===== src/hw/ssp_consts.svh =====
// Constants for the synchronous serial port pin logic.
`ifndef SSP_CONSTS_SVH
`define SSP_CONSTS_SVH
// Serial word length in bits, the native data width.
`define SSP_WORD_BITS 16
// Width of the bit counter, wide enough to hold the word length.
`define SSP_CNT_BITS 5
// Core clock cycles in each half period of the master output clock.
`define SSP_MCO_HALF 4
// Width of the master output clock divider counter.
`define SSP_DIV_BITS 4
`endif


===== src/hw/ssp_pkg.sv =====
// Types shared by the synchronous serial port pin logic.
package ssp_pkg;
	// Pin inputs that come from outside the core clock domain.
	typedef struct packed {
		logic txSerialClock;   // Transmit serial clock pin level.
		logic rxSerialClock;   // Receive serial clock pin level.
		logic txFrameSync;     // Transmit frame sync pin level.
		logic rxFrameSync;     // Receive frame sync pin level.
		logic rxSerialIn;      // Receive data pin level.
		logic testReset;       // Test reset pin, high gives scan control.
		logic emulatorPinZero; // Emulator pin zero level.
		logic disableN;        // Output disable pin, active low.
	} pinIn_t;

	// Width of the synchronised pin group.
	localparam int PIN_COUNT = $bits(pinIn_t);

	// Pin outputs and their enables, all registered.
	typedef struct packed {
		logic txSerialOut;    // Transmit data pin value.
		logic txSerialOutEn;  // Transmit data pin drive enable.
		logic txSerialClock;  // Transmit clock value when driven.
		logic txSerialClkEn;  // Transmit clock pin drive enable.
		logic txFrameSync;    // Transmit frame sync value when driven.
		logic txFrameSyncEn;  // Transmit frame sync pin drive enable.
		logic masterClockOut; // Master output clock, high in logic phase.
	} pinOut_t;
endpackage : ssp_pkg


===== src/hw/sync_edge.sv =====
// Two-flop synchroniser with edge detection for a group of pins.
`timescale 1ns/100ps
module sync_edge #(
	parameter int WIDTH = 8 // Number of pins handled.
) (
	// Clock and reset.
	input  wire logic             mclk,
	input  wire logic             nrst,
	// Raw pin levels.
	input  wire logic [WIDTH-1:0] din,
	// Synchronised level and one-cycle edge pulses.
	output logic      [WIDTH-1:0] level,
	output logic      [WIDTH-1:0] rise,
	output logic      [WIDTH-1:0] fall
);
	logic [WIDTH-1:0] meta; // First stage, read only by the second.
	logic [WIDTH-1:0] prev; // Third stage, previous synchronised level.

	// Each pin gets its own chain; the edge flops compare the second and third stages only.
	// The chain has no reset, so it already holds true pin levels when reset ends.
	// A pin that rests high therefore shows no false rising edge after reset.
	for (genvar i = 0; i < WIDTH; i++) begin : g_bit
		always_ff @(posedge mclk) begin
			meta[i]  <= din[i];
			level[i] <= meta[i];
			prev[i]  <= level[i];
			if (!nrst) begin
				// Edge pulses are cleared while the chain fills.
				rise[i] <= 1'b0;
				fall[i] <= 1'b0;
			end else begin
				// Pulses come from settled stages, never from the first flop.
				rise[i] <= level[i] & ~prev[i];
				fall[i] <= ~level[i] & prev[i];
			end
		end
	end
endmodule // sync_edge


===== src/hw/ssp_pins.sv =====
// Synchronous serial port pin logic: shifters, clock source and pin drive.
`timescale 1ns/100ps
`include "ssp_consts.svh"
// Functional notes
// - Shift transmit word out on transmit clock.
// - Clock select low: transmit clock is input.
// - Clock select high: drive clock at half master.
// - Transmit clock pin is input after reset.
// - Capture receive data on external receive clock.
// - Unused port: receive clock level readable.
// - Receive frame sync falling edge starts receive.
// - Transmit frame sync falling edge starts transmit.
// - Transmit frame sync input unless mode set.
// - Disable floats data, syncs, idle clock.
// - Disable needs test reset low, emulator high.
// - Master clock high logic, low latch phase.
module ssp_pins #(
	parameter int WORD_BITS = `SSP_WORD_BITS, // Serial word length.
	parameter int MCO_HALF  = `SSP_MCO_HALF   // Cycles per master clock half period.
) (
	// Clock and reset.
	input  wire logic                 mclk,
	input  wire logic                 nrst,
	// Raw pins from outside the clock domain.
	input  ssp_pkg::pinIn_t           pinIn,
	// Pin drive values and enables.
	output ssp_pkg::pinOut_t          pinOut,
	// Static control from the core.
	input  wire logic                 clockSourceSel,
	input  wire logic                 txSyncMode,
	input  wire logic                 portEnable,
	// Transmit word hand-off.
	input  wire logic [WORD_BITS-1:0] txWord,
	input  wire logic                 txLoad,
	output logic                      txReady,
	// Receive word hand-off.
	output logic [WORD_BITS-1:0]      rxWord,
	output logic                      rxValid,
	// Status.
	output logic                      rxClockLevel
);
	// Whole module state.
	typedef struct packed {
		logic [`SSP_DIV_BITS-1:0] divCnt;    // Master clock divider.
		logic [WORD_BITS-1:0]     txPend;    // Word waiting for a frame.
		logic                     txFree;    // No word pending, ready for a new one.
		logic [WORD_BITS-1:0]     txShift;   // Transmit shift register.
		logic [`SSP_CNT_BITS-1:0] txCnt;     // Bits left to send.
		logic                     txFsPrev;  // Frame sync at last clock fall.
		logic [WORD_BITS-1:0]     rxShift;   // Receive shift register.
		logic [`SSP_CNT_BITS-1:0] rxCnt;     // Bits left to capture.
		logic                     rxFsPrev;  // Frame sync at last clock fall.
		logic [WORD_BITS-1:0]     rxWord;    // Last completed word.
		logic                     rxValid;   // Word complete pulse.
		logic                     rxClkLvl;  // Latched receive clock level.
		logic                     offActive; // Test disable condition.
		ssp_pkg::pinOut_t         pins;      // Registered pin outputs.
	} state_t;

	state_t                          q;       // Registered state.
	state_t                          d;       // Next state.
	logic [ssp_pkg::PIN_COUNT-1:0]   lvlRaw;  // Synchronised levels.
	logic [ssp_pkg::PIN_COUNT-1:0]   riseRaw; // Synchronised rising edges.
	logic [ssp_pkg::PIN_COUNT-1:0]   fallRaw; // Synchronised falling edges.
	ssp_pkg::pinIn_t                 lvl;     // Levels by name.
	ssp_pkg::pinIn_t                 rise;    // Rising edges by name.
	ssp_pkg::pinIn_t                 fall;    // Falling edges by name.
	logic                            mcoTick; // Master clock half period over.
	logic                            txRise;  // Transmit clock rising event.
	logic                            txFall;  // Transmit clock falling event.
	logic                            txFsLvl; // Effective transmit frame sync.
	logic                            rxFall;  // Receive clock falling event.

	localparam logic [`SSP_DIV_BITS-1:0] DIV_LAST = `SSP_DIV_BITS'(MCO_HALF - 1);
	localparam logic [`SSP_CNT_BITS-1:0] CNT_FULL = `SSP_CNT_BITS'(WORD_BITS);
	localparam logic [`SSP_CNT_BITS-1:0] CNT_ONE  = `SSP_CNT_BITS'(1);

	// Every pin passes two flops before anything here looks at it.
	sync_edge #(.WIDTH(ssp_pkg::PIN_COUNT)) u_sync (
		.mclk  (mclk),
		.nrst  (nrst),
		.din   (pinIn),
		.level (lvlRaw),
		.rise  (riseRaw),
		.fall  (fallRaw)
	);

	assign lvl  = lvlRaw;
	assign rise = riseRaw;
	assign fall = fallRaw;

	// Edge events and the effective transmit frame sync.
	always_comb begin
		mcoTick = (q.divCnt == DIV_LAST);
		// Internal clock toggles on master rising edges, giving half the master rate.
		if (clockSourceSel) begin
			txRise = mcoTick & ~q.pins.masterClockOut & ~q.pins.txSerialClock;
			txFall = mcoTick & ~q.pins.masterClockOut & q.pins.txSerialClock;
		end else begin
			txRise = rise.txSerialClock;
			txFall = fall.txSerialClock;
		end
		// In output mode the own sync is used directly, saving the pin round trip.
		txFsLvl = txSyncMode ? q.pins.txFrameSync : lvl.txFrameSync;
		// The partner must keep this clock alive; a stalled clock freezes the word.
		rxFall = fall.rxSerialClock;
	end

	// Next-state logic for divider, shifters, status and pin drive.
	always_comb begin
		d = q;
		d.rxValid = 1'b0;
		// Master output clock: high half is the logic phase, low the latch phase.
		if (mcoTick) begin
			d.divCnt = '0;
			d.pins.masterClockOut = ~q.pins.masterClockOut;
			if (!q.pins.masterClockOut) begin
				d.pins.txSerialClock = ~q.pins.txSerialClock;
			end
		end else begin
			d.divCnt = q.divCnt + `SSP_DIV_BITS'(1);
		end
		// Transmit clock rising: shift the next bit out, and run the own frame sync.
		if (txRise) begin
			if (q.txCnt != '0) begin
				d.pins.txSerialOut = q.txShift[WORD_BITS-1];
				d.txShift = {q.txShift[WORD_BITS-2:0], 1'b0};
				d.txCnt = q.txCnt - CNT_ONE;
			end
			if (q.pins.txFrameSync) begin
				d.pins.txFrameSync = 1'b0;
			end else if (txSyncMode && !q.txFree && q.txCnt == '0) begin
				d.pins.txFrameSync = 1'b1;
			end
		end
		// Transmit clock falling: sample frame sync and start on its falling edge.
		if (txFall) begin
			d.txFsPrev = txFsLvl;
			if (q.txFsPrev && !txFsLvl && q.txCnt == '0) begin
				d.txShift = q.txPend;
				d.txCnt = CNT_FULL;
				d.txFree = 1'b1;
			end
		end
		// A word offered in the start cycle waits for the following frame.
		if (txLoad && q.txFree) begin
			d.txPend = txWord;
			d.txFree = 1'b0;
		end
		// Receive clock falling: capture a bit, or look for the frame start.
		if (rxFall) begin
			d.rxFsPrev = lvl.rxFrameSync;
			if (q.rxCnt != '0) begin
				d.rxShift = {q.rxShift[WORD_BITS-2:0], lvl.rxSerialIn};
				d.rxCnt = q.rxCnt - CNT_ONE;
				if (q.rxCnt == CNT_ONE) begin
					d.rxWord = {q.rxShift[WORD_BITS-2:0], lvl.rxSerialIn};
					d.rxValid = 1'b1;
				end
			end else if (q.rxFsPrev && !lvl.rxFrameSync) begin
				d.rxCnt = CNT_FULL;
			end
		end
		// Receive clock level is only tracked while the port is idle.
		if (!portEnable) begin
			d.rxClkLvl = lvl.rxSerialClock;
		end
		// Disable needs test reset low, emulator pin high and disable pin low.
		d.offActive = ~lvl.testReset & lvl.emulatorPinZero & ~lvl.disableN;
		// Pin drive enables; the receive frame sync pin is never driven.
		d.pins.txSerialOutEn = ~q.offActive;
		d.pins.txFrameSyncEn = txSyncMode & ~q.offActive;
		d.pins.txSerialClkEn = clockSourceSel & ~(q.offActive & ~portEnable);
		// Synchronous reset leaves every pin undriven and the transmit side ready.
		if (!nrst) begin
			d        = '0;
			d.txFree = 1'b1;
		end
	end

	// Single state register; its reset value is chosen in the next-state logic.
	always_ff @(posedge mclk) begin
		q <= d;
	end

	// Outputs straight from the state flops.
	assign pinOut       = q.pins;
	assign txReady      = q.txFree;
	assign rxWord       = q.rxWord;
	assign rxValid      = q.rxValid;
	assign rxClockLevel = q.rxClkLvl;
endmodule // ssp_pins


===== config.mk =====
export PLATFORM = sky130hd
export DESIGN_NAME = ssp_pins
export DESIGN_NICKNAME = d
export VERILOG_FILES = /design/src/hw/ssp_pkg.sv /design/src/hw/sync_edge.sv /design/src/hw/ssp_pins.sv
export VERILOG_INCLUDE_DIRS = /design/src /design/src/hw
export SDC_FILE = /design/constraint.sdc
export NUM_CORES = 1
export LEC_CHECK = 0
export BUFFER_PORTS_ARGS = -buffer_cell sky130_fd_sc_hd__buf_2
export CAP_MARGIN = 20
export CORE_UTILIZATION = 40
export DETAILED_ROUTE_END_ITERATION = 8
export PLACE_DENSITY = 0.61
export SETUP_SLACK_MARGIN = 0.5
export SYNTH_ARGS = -nofsm -noshare
export SYNTH_HDL_FRONTEND = slang
export SYNTH_SLANG_ARGS = --single-unit
export TNS_END_PERCENT = 10

===== constraint.sdc =====
create_clock -name mclk -period 3.7 [get_ports mclk]
set_input_delay 0.37 -clock mclk [delete_from_list [all_inputs] [get_ports mclk]]
set_output_delay 0.37 -clock mclk [all_outputs]
set_load 0.02 [all_outputs]

==> results of run 1 <==
cells by family after synthesis:
group,synth area share [%]
and+or+nand+nor,19.53
DFF,54.03
adders and majority gates,1.217
buffers and inverters,7.514
xor gates and xnor gates,0.8520
muxes,4.624
AOI/OAI and AO/OA,12.23
power by group through the flow:
| stage | clock, uW | sequential, uW | combinational [uW] |
|---|---|---|---|
| after floorplan | 0 | 1270 | 72.6 |
| after global placement | 0 | 1270 | 101 |
| after detailed placement | 0 | 1270 | 104 |
| after CTS | 694 | 1240 | 105 |
| after global routing | 738 | 1250 | 117 |
| final | 661 | 1240 | 104 |
flip-flops by register name, indices dropped and copies added, names as in the netlist:
signal / cells
txReady: 1
q: 64
u_sync.level: 8
u_sync.prev: 2
u_sync.meta: 8
rxWord: 16
rxValid: 1
rxClockLevel: 1
pinOut: 7
u_sync.fall: 2
u_sync.rise: 1
synth_stat cells, types with 2 or more instances:
cell type / number / area (sq um)
o21ai_0: 4 / 20.02
nor4b_1: 2 / 17.52
buf_4: 23 / 172.7
nor2_1: 31 / 116.4
nand3b_1: 3 / 22.52
a311oi_1: 16 / 140.1
clkbuf_1: 22 / 82.58
ha_1: 4 / 50.05
xnor2_1: 3 / 26.28
mux2i_1: 19 / 190.2
inv_1: 9 / 33.78
nand2_1: 106 / 397.9
a21oi_1: 45 / 225.2
nor3_1: 17 / 85.08
and3_1: 2 / 12.51
dfxtp_1: 111 / 2222
or4_1: 2 / 15.01
and2_1: 4 / 25.02
nand3_1: 5 / 25.02
layer usage:
| layer | routed length (um) | GRT usage (%) | up-vias |
|---|---|---|---|
| met5 | 0 | 0 | - |
| met4 | 72 | 4.550 | 0 |
| met3 | 351 | 4.570 | 6 |
| met2 | 3727 | 28.88 | 68 |
| met1 | 3695 | 17.99 | 1435 |
| li1 | - | - | 1560 |
worst min path at each step:
stage                                      start                      end  cells after the start
after floorplan           u_sync.meta[0]$_DFF_P_  u_sync.level[0]$_DFF_P_                      0
after global placement    u_sync.meta[7]$_DFF_P_  u_sync.level[7]$_DFF_P_                      0
after detailed placement  u_sync.meta[2]$_DFF_P_  u_sync.level[2]$_DFF_P_                      0
after CTS                               pinIn[1]   u_sync.meta[1]$_DFF_P_                      1
after global routing                    pinIn[2]   u_sync.meta[2]$_DFF_P_                      1
final                                   pinIn[1]   u_sync.meta[1]$_DFF_P_                      1
critical path: cells and delay by family (launching register included):
kind | cells | cell delay [ns]
AND/OR/NAND/NOR | 2 | 0.65
flip-flops | 1 | 0.36
adder cells (fa/ha/maj) | 1 | 0.23
AO/OA/AOI/OAI | 2 | 1.29
per-stage QoR:
step,worst slack [ns],total power (uW)
after floorplan,1.557,1340
final,1.077,2010
after global routing,0.8564,2103
after CTS,1.076,2044
after detailed placement,1.107,1377
after global placement,1.207,1373
final cells by class:
| class | count | area [sq um] |
|---|---|---|
| Fill cell | 960 | 5346 |
| Sequential cell | 111 | 2222 |
| Multi-Input combinational cell | 286 | 1588 |
| Timing Repair Buffer | 61 | 320.3 |
| Tap cell | 133 | 166.4 |
| Clock buffer | 10 | 137.6 |
| Clock inverter | 6 | 46.29 |
| Inverter | 10 | 37.54 |
==> impl_metrics.yaml, run 1 <==
outcome:
  status: "finished clean"
logic_synthesis:
  avgSynthCellArea_sq_um: 9.059
  synth_edf_count: 0
  syn_area_sq_um: 4113
  synthFlopType: "dfxtp_1"
  async_flop_share_pct: 0
  synth.distinct_cells: 45
  ys_ff_latch: 111
  syn_inst: 454
  synth_warnings: 0
  seq_area_frac_synth_pct: 54.03
  syn-num-nets: 488
critical_path:
  r2r_end: "q[61]$_SDFF_PN0_"
  critPathSlowestCell: "a2111oi_4"
  endpoint: "q[61]$_SDFF_PN0_"
  path_cells: "ha_1, or4b_4, a2111oi_4, nand2_1, a311oi_1"
  slowest_delay_ns: 0.98
  crit_type: "register to register"
  start_kind: "register"
  crit_required_ns: 3.97
  cp_max_fo: 19
  cp.arrival_ns: 2.89
  end_kind: "register"
  startpoint: "q[87]$_SDFF_PP0_"
  r2r_slack_ns: 1.08
  worst-r2r-cell-count: 5
  r2r-start: "q[87]$_SDFF_PP0_"
die:
  fp.dieArea_sq_um: 10690
  die_h_um: 103.4
  die_w_um: 103.4
  pin_count: 56
  rows: 36
  core_region_area_sq_um: 9864
  start_util_pct: 41.69
final_layout:
  antenna_cells: 0
  final_util_pct: 45.80
  drive_gt1_share_pct: 17.15
  design_area_sq_um: 4518
  layout_common_cells: "dfxtp_1, nand2_1, buf_2, a21oi_1, nor2_1"
  layout_commonest_cell: "dfxtp_1"
  area_growth_pct: 9.857
  fin_cells: 617
  nNetsFinal: 513
route:
  wl_per_cell_um: 12.72
  vias_per_cell: 4.974
  drt_iter0_drc: 109
  drc: 0
  dr.pass1.iters: 4
  wl_um: 7847
  vias: 3069
  ant_nets: 0
sta:
  setup_tns_ns: 0
  setup_viol: 0
  skew_ns: 0.007930
  period_minus_slack_ns: 2.623
  drv_slew: 0
  worst_pin_slew_ns: 1.044
  timing.final.crit_share_pct: 70.90
  worst_hold_slack_ns: 0.1042
  rsz0062_at_grt: "no"
  max_clock_freq_mhz: 381.2
  hold_viol_final: 0
  max_slew_margin_pct: 30.41
grt:
  grt_max_degree: 49
  grt_pass1_vias: 2919
  grt-ovfl-total: 0
  antenna_found_initial: 0
  grt_usage_pct: 15.88
  grt_pass1_wl_um: 13220
cts:
  cts_tree: "done"
  clk_pin_slew_ns: 0.10
  cts_buffer_depth: 2
  ctsHoldBuffers: 0
  cts_inserted_buffers: 9
  htreeDepth: 3
  clock_latency_ns: 0.36
  clockRootBuffer: "clkbuf_8"
  numClockSinks: 111
  post_cts_resized: 0
  post-cts-setup-buffers: 0
pwr:
  intPower_uw: 1529
  power.density_nw_per_um2: 444.8
  p_sw_uw: 480.9
  swShare_pct: 23.93
  power_frac_clock_pct: 32.9
  combPwrFrac_pct: 5.2
  ir_drop_uv: 243.6
  leakagePower_uw: 0.001661
  power_frac_seq_pct: 61.9
run:
  max-cap-violations: 0
placement:
  io_buffers: 55
  place_congestion: 0.6948
  place_hpwl_um: 5237
  place_area_sq_um: 4334
  dp_cells: 601
hold_path:
  hp-class: "input pin to register"
Power figures use the tool's default switching activity.
==> run 2: changes to the inputs <==
- clock period: 3.7 -> 2.5 ns (I/O delays scaled with it)
==> run 2 against run 1 <==
Count of clock-buffer cells in the layout unchanged. Die area stayed put. Critical path depth up 1. Sequential power increased by 48%. Via count increased by 2.8%. Final area rose by 3.9%. Combinational power up 66%. Setup slack worse by 0.61 ns.
==> impl_metrics.yaml, run 2 (synthesis gave the netlist of run 1 again) <==
die:
  start_util_pct: 41.69
  core_region_area_sq_um: 9864
  fp.dieArea_sq_um: 10690
  die_h_um: 103.4
  rows: 36
  pin_count: 56
  die_w_um: 103.4
outcome:
  status: "finished clean"
route:
  drc: 0
  wl_per_cell_um: 12.42
  vias: 3155
  drt_iter0_drc: 81
  wl_um: 7850
  m1WireLength_um: 3668
  dr.pass1.iters: 6
  top_layer: "met4"
  vias_per_cell: 4.992
  wl_met2_um: 3860
  ant_nets: 0
  wl_met3_um: 258
critical_path:
  cp_max_fo: 19
  crit_type: "register to register"
  end_kind: "register"
  r2r_end: "q[69]$_SDFF_PN0_"
  r2r_slack_ns: 0.47
  start_kind: "register"
  crit_required_ns: 2.77
  worst-r2r-cell-count: 6
  cp.arrival_ns: 2.30
  r2r-start: "q[87]$_SDFF_PP0_"
sta:
  period_minus_slack_ns: 2.029
  worst_pin_slew_ns: 0.6061
  worst_hold_slack_ns: 0.1034
  fin_ws_ns: 0.4708
  rsz0062_at_grt: "yes"
  drv_slew: 0
  hold_viol_final: 0
  max_clock_freq_mhz: 492.8
  setup_viol: 0
  skew_ns: 0.01521
  setup_tns_ns: 0
  timing.final.crit_share_pct: 81.17
  max_slew_margin_pct: 59.59
cts:
  clock_latency_ns: 0.37
  clockRootBuffer: "clkbuf_8"
  numClockSinks: 111
  cts_buffer_depth: 2
  htreeDepth: 3
  cts_inserted_buffers: 9
  cts_tree: "done"
  clk_pin_slew_ns: 0.11
final_layout:
  area_growth_pct: 14.18
  largest_register: "q"
  drive_gt1_share_pct: 19.24
  layout_commonest_cell: "dfxtp_1"
  fin_cells: 632
  largest_reg_flops: 64
  antenna_cells: 0
  layout_common_cells: "dfxtp_1, nand2_1, buf_2, a21oi_1, nor2_1"
  nNetsFinal: 528
  fill_cells: 987
pwr:
  combPwrFrac_pct: 5.8
  power.density_nw_per_um2: 640.2
  power_frac_clock_pct: 32.9
  p_total_uw: 3006
  power_frac_seq_pct: 61.3
  intPower_uw: 2265
  swShare_pct: 24.66
  leakagePower_uw: 0.001759
  ir_drop_uv: 290.3
  p_sw_uw: 741.3
grt:
  grt_usage_pct: 15.72
  grt_pass1_vias: 2965
  grt_pass1_wl_um: 13150
  grt-ovfl-total: 0
  antenna_found_initial: 0
  grt_max_degree: 42
placement:
  pre_cts_ws_ns: 0.2359
  place_congestion: 0.7510
  place_hpwl_um: 5167
  io_buffers: 55
  dp_cells: 604
hold_path:
  min_to: "q[81]$_SDFFE_PN0P_"
  min_from: "txWord[10]"
  hp-class: "input pin to register"
  holdPathStages: 3
run:
  max-cap-violations: 0
## run 2: cell types whose count changed in the layout (fill, tap and decap cells not counted), moves of 2 or more
cell	previous run	this run
buf_4	6	11
inv_6	0	3
dlygate4sd3_1	0	8
dfxtp_1	111	109
dfxtp_2	0	2
clkinvlp_4	5	2
## run 2: what timing repair did
item | CTS | global route
endpoints found under the hold margin | 8 | 0
setup endpoints to repair | 21 | 23
hold buffers | 8 | 0
setup buffers | 3 | 1
pin swaps | 1 | 0
gates resized for setup | 5 | 1
## run 2: power by group through the flow
stage	clock network, uW	registers [uW]	logic [uW]
floorplan	0	1880	109
global placement	0	1880	158
detailed placement	0	1890	162
CTS	1030	1850	175
global route	1100	1850	194
finish	989	1840	173
## run 2: stage by stage
stage | instance area, sq um | util (%)
global route | 4696 | 47.60
CTS | 4687 | 47.51
floorplan | 4128 | -
detailed placement | 4384 | 44.44
finish | 4696 | 47.60
global placement | 4384 | 44.44
## run 2: routing by layer
layer	vias up	global-route usage, %
met5	-	0
met4	0	4.550
met3	7	4.099
met2	65	28.17
met1	1493	18.43
li1	1590	-
## run 2: layout make-up
| type | instances | area [sq um] | share of cell area, % |
|---|---|---|---|
| Clock buffer | 10 | 127.6 | 2.718 |
| Clock inverter | 6 | 50.05 | 1.066 |
| Inverter | 10 | 37.54 | 0.7994 |
| Multi-Input combinational cell | 286 | 1620 | 34.51 |
| Sequential cell | 111 | 2225 | 47.38 |
| Tap cell | 133 | 166.4 | 3.544 |
| Timing Repair Buffer | 76 | 469.2 | 9.992 |
## run 2: worst max-delay path, cell delays in order (launching register included)
cell and delay, ns:
dfxtp_2 0.37, ha_4 0.15, or4b_4 0.50, a2111oi_4 0.34, buf_6 0.24, nand2_1 0.08, a311oi_1 0.27
## run 2: how the worst max path moves through the flow
stage / start / to / slack, ns
2_1_floorplan: q[88]$_SDFF_PP0_ / q[63]$_SDFF_PN0_ / 0.49
3_3_place_gp: q[49]$_SDFF_PN0_ / q[69]$_SDFF_PN0_ / 0.39
3_5_place_dp: q[49]$_SDFF_PN0_ / q[69]$_SDFF_PN0_ / 0.24
4_1_cts: q[88]$_SDFF_PP0_ / q[69]$_SDFF_PN0_ / 0.50
5_1_grt: q[87]$_SDFF_PP0_ / q[57]$_SDFF_PN0_ / 0.38
6_report: q[87]$_SDFF_PP0_ / q[69]$_SDFF_PN0_ / 0.47
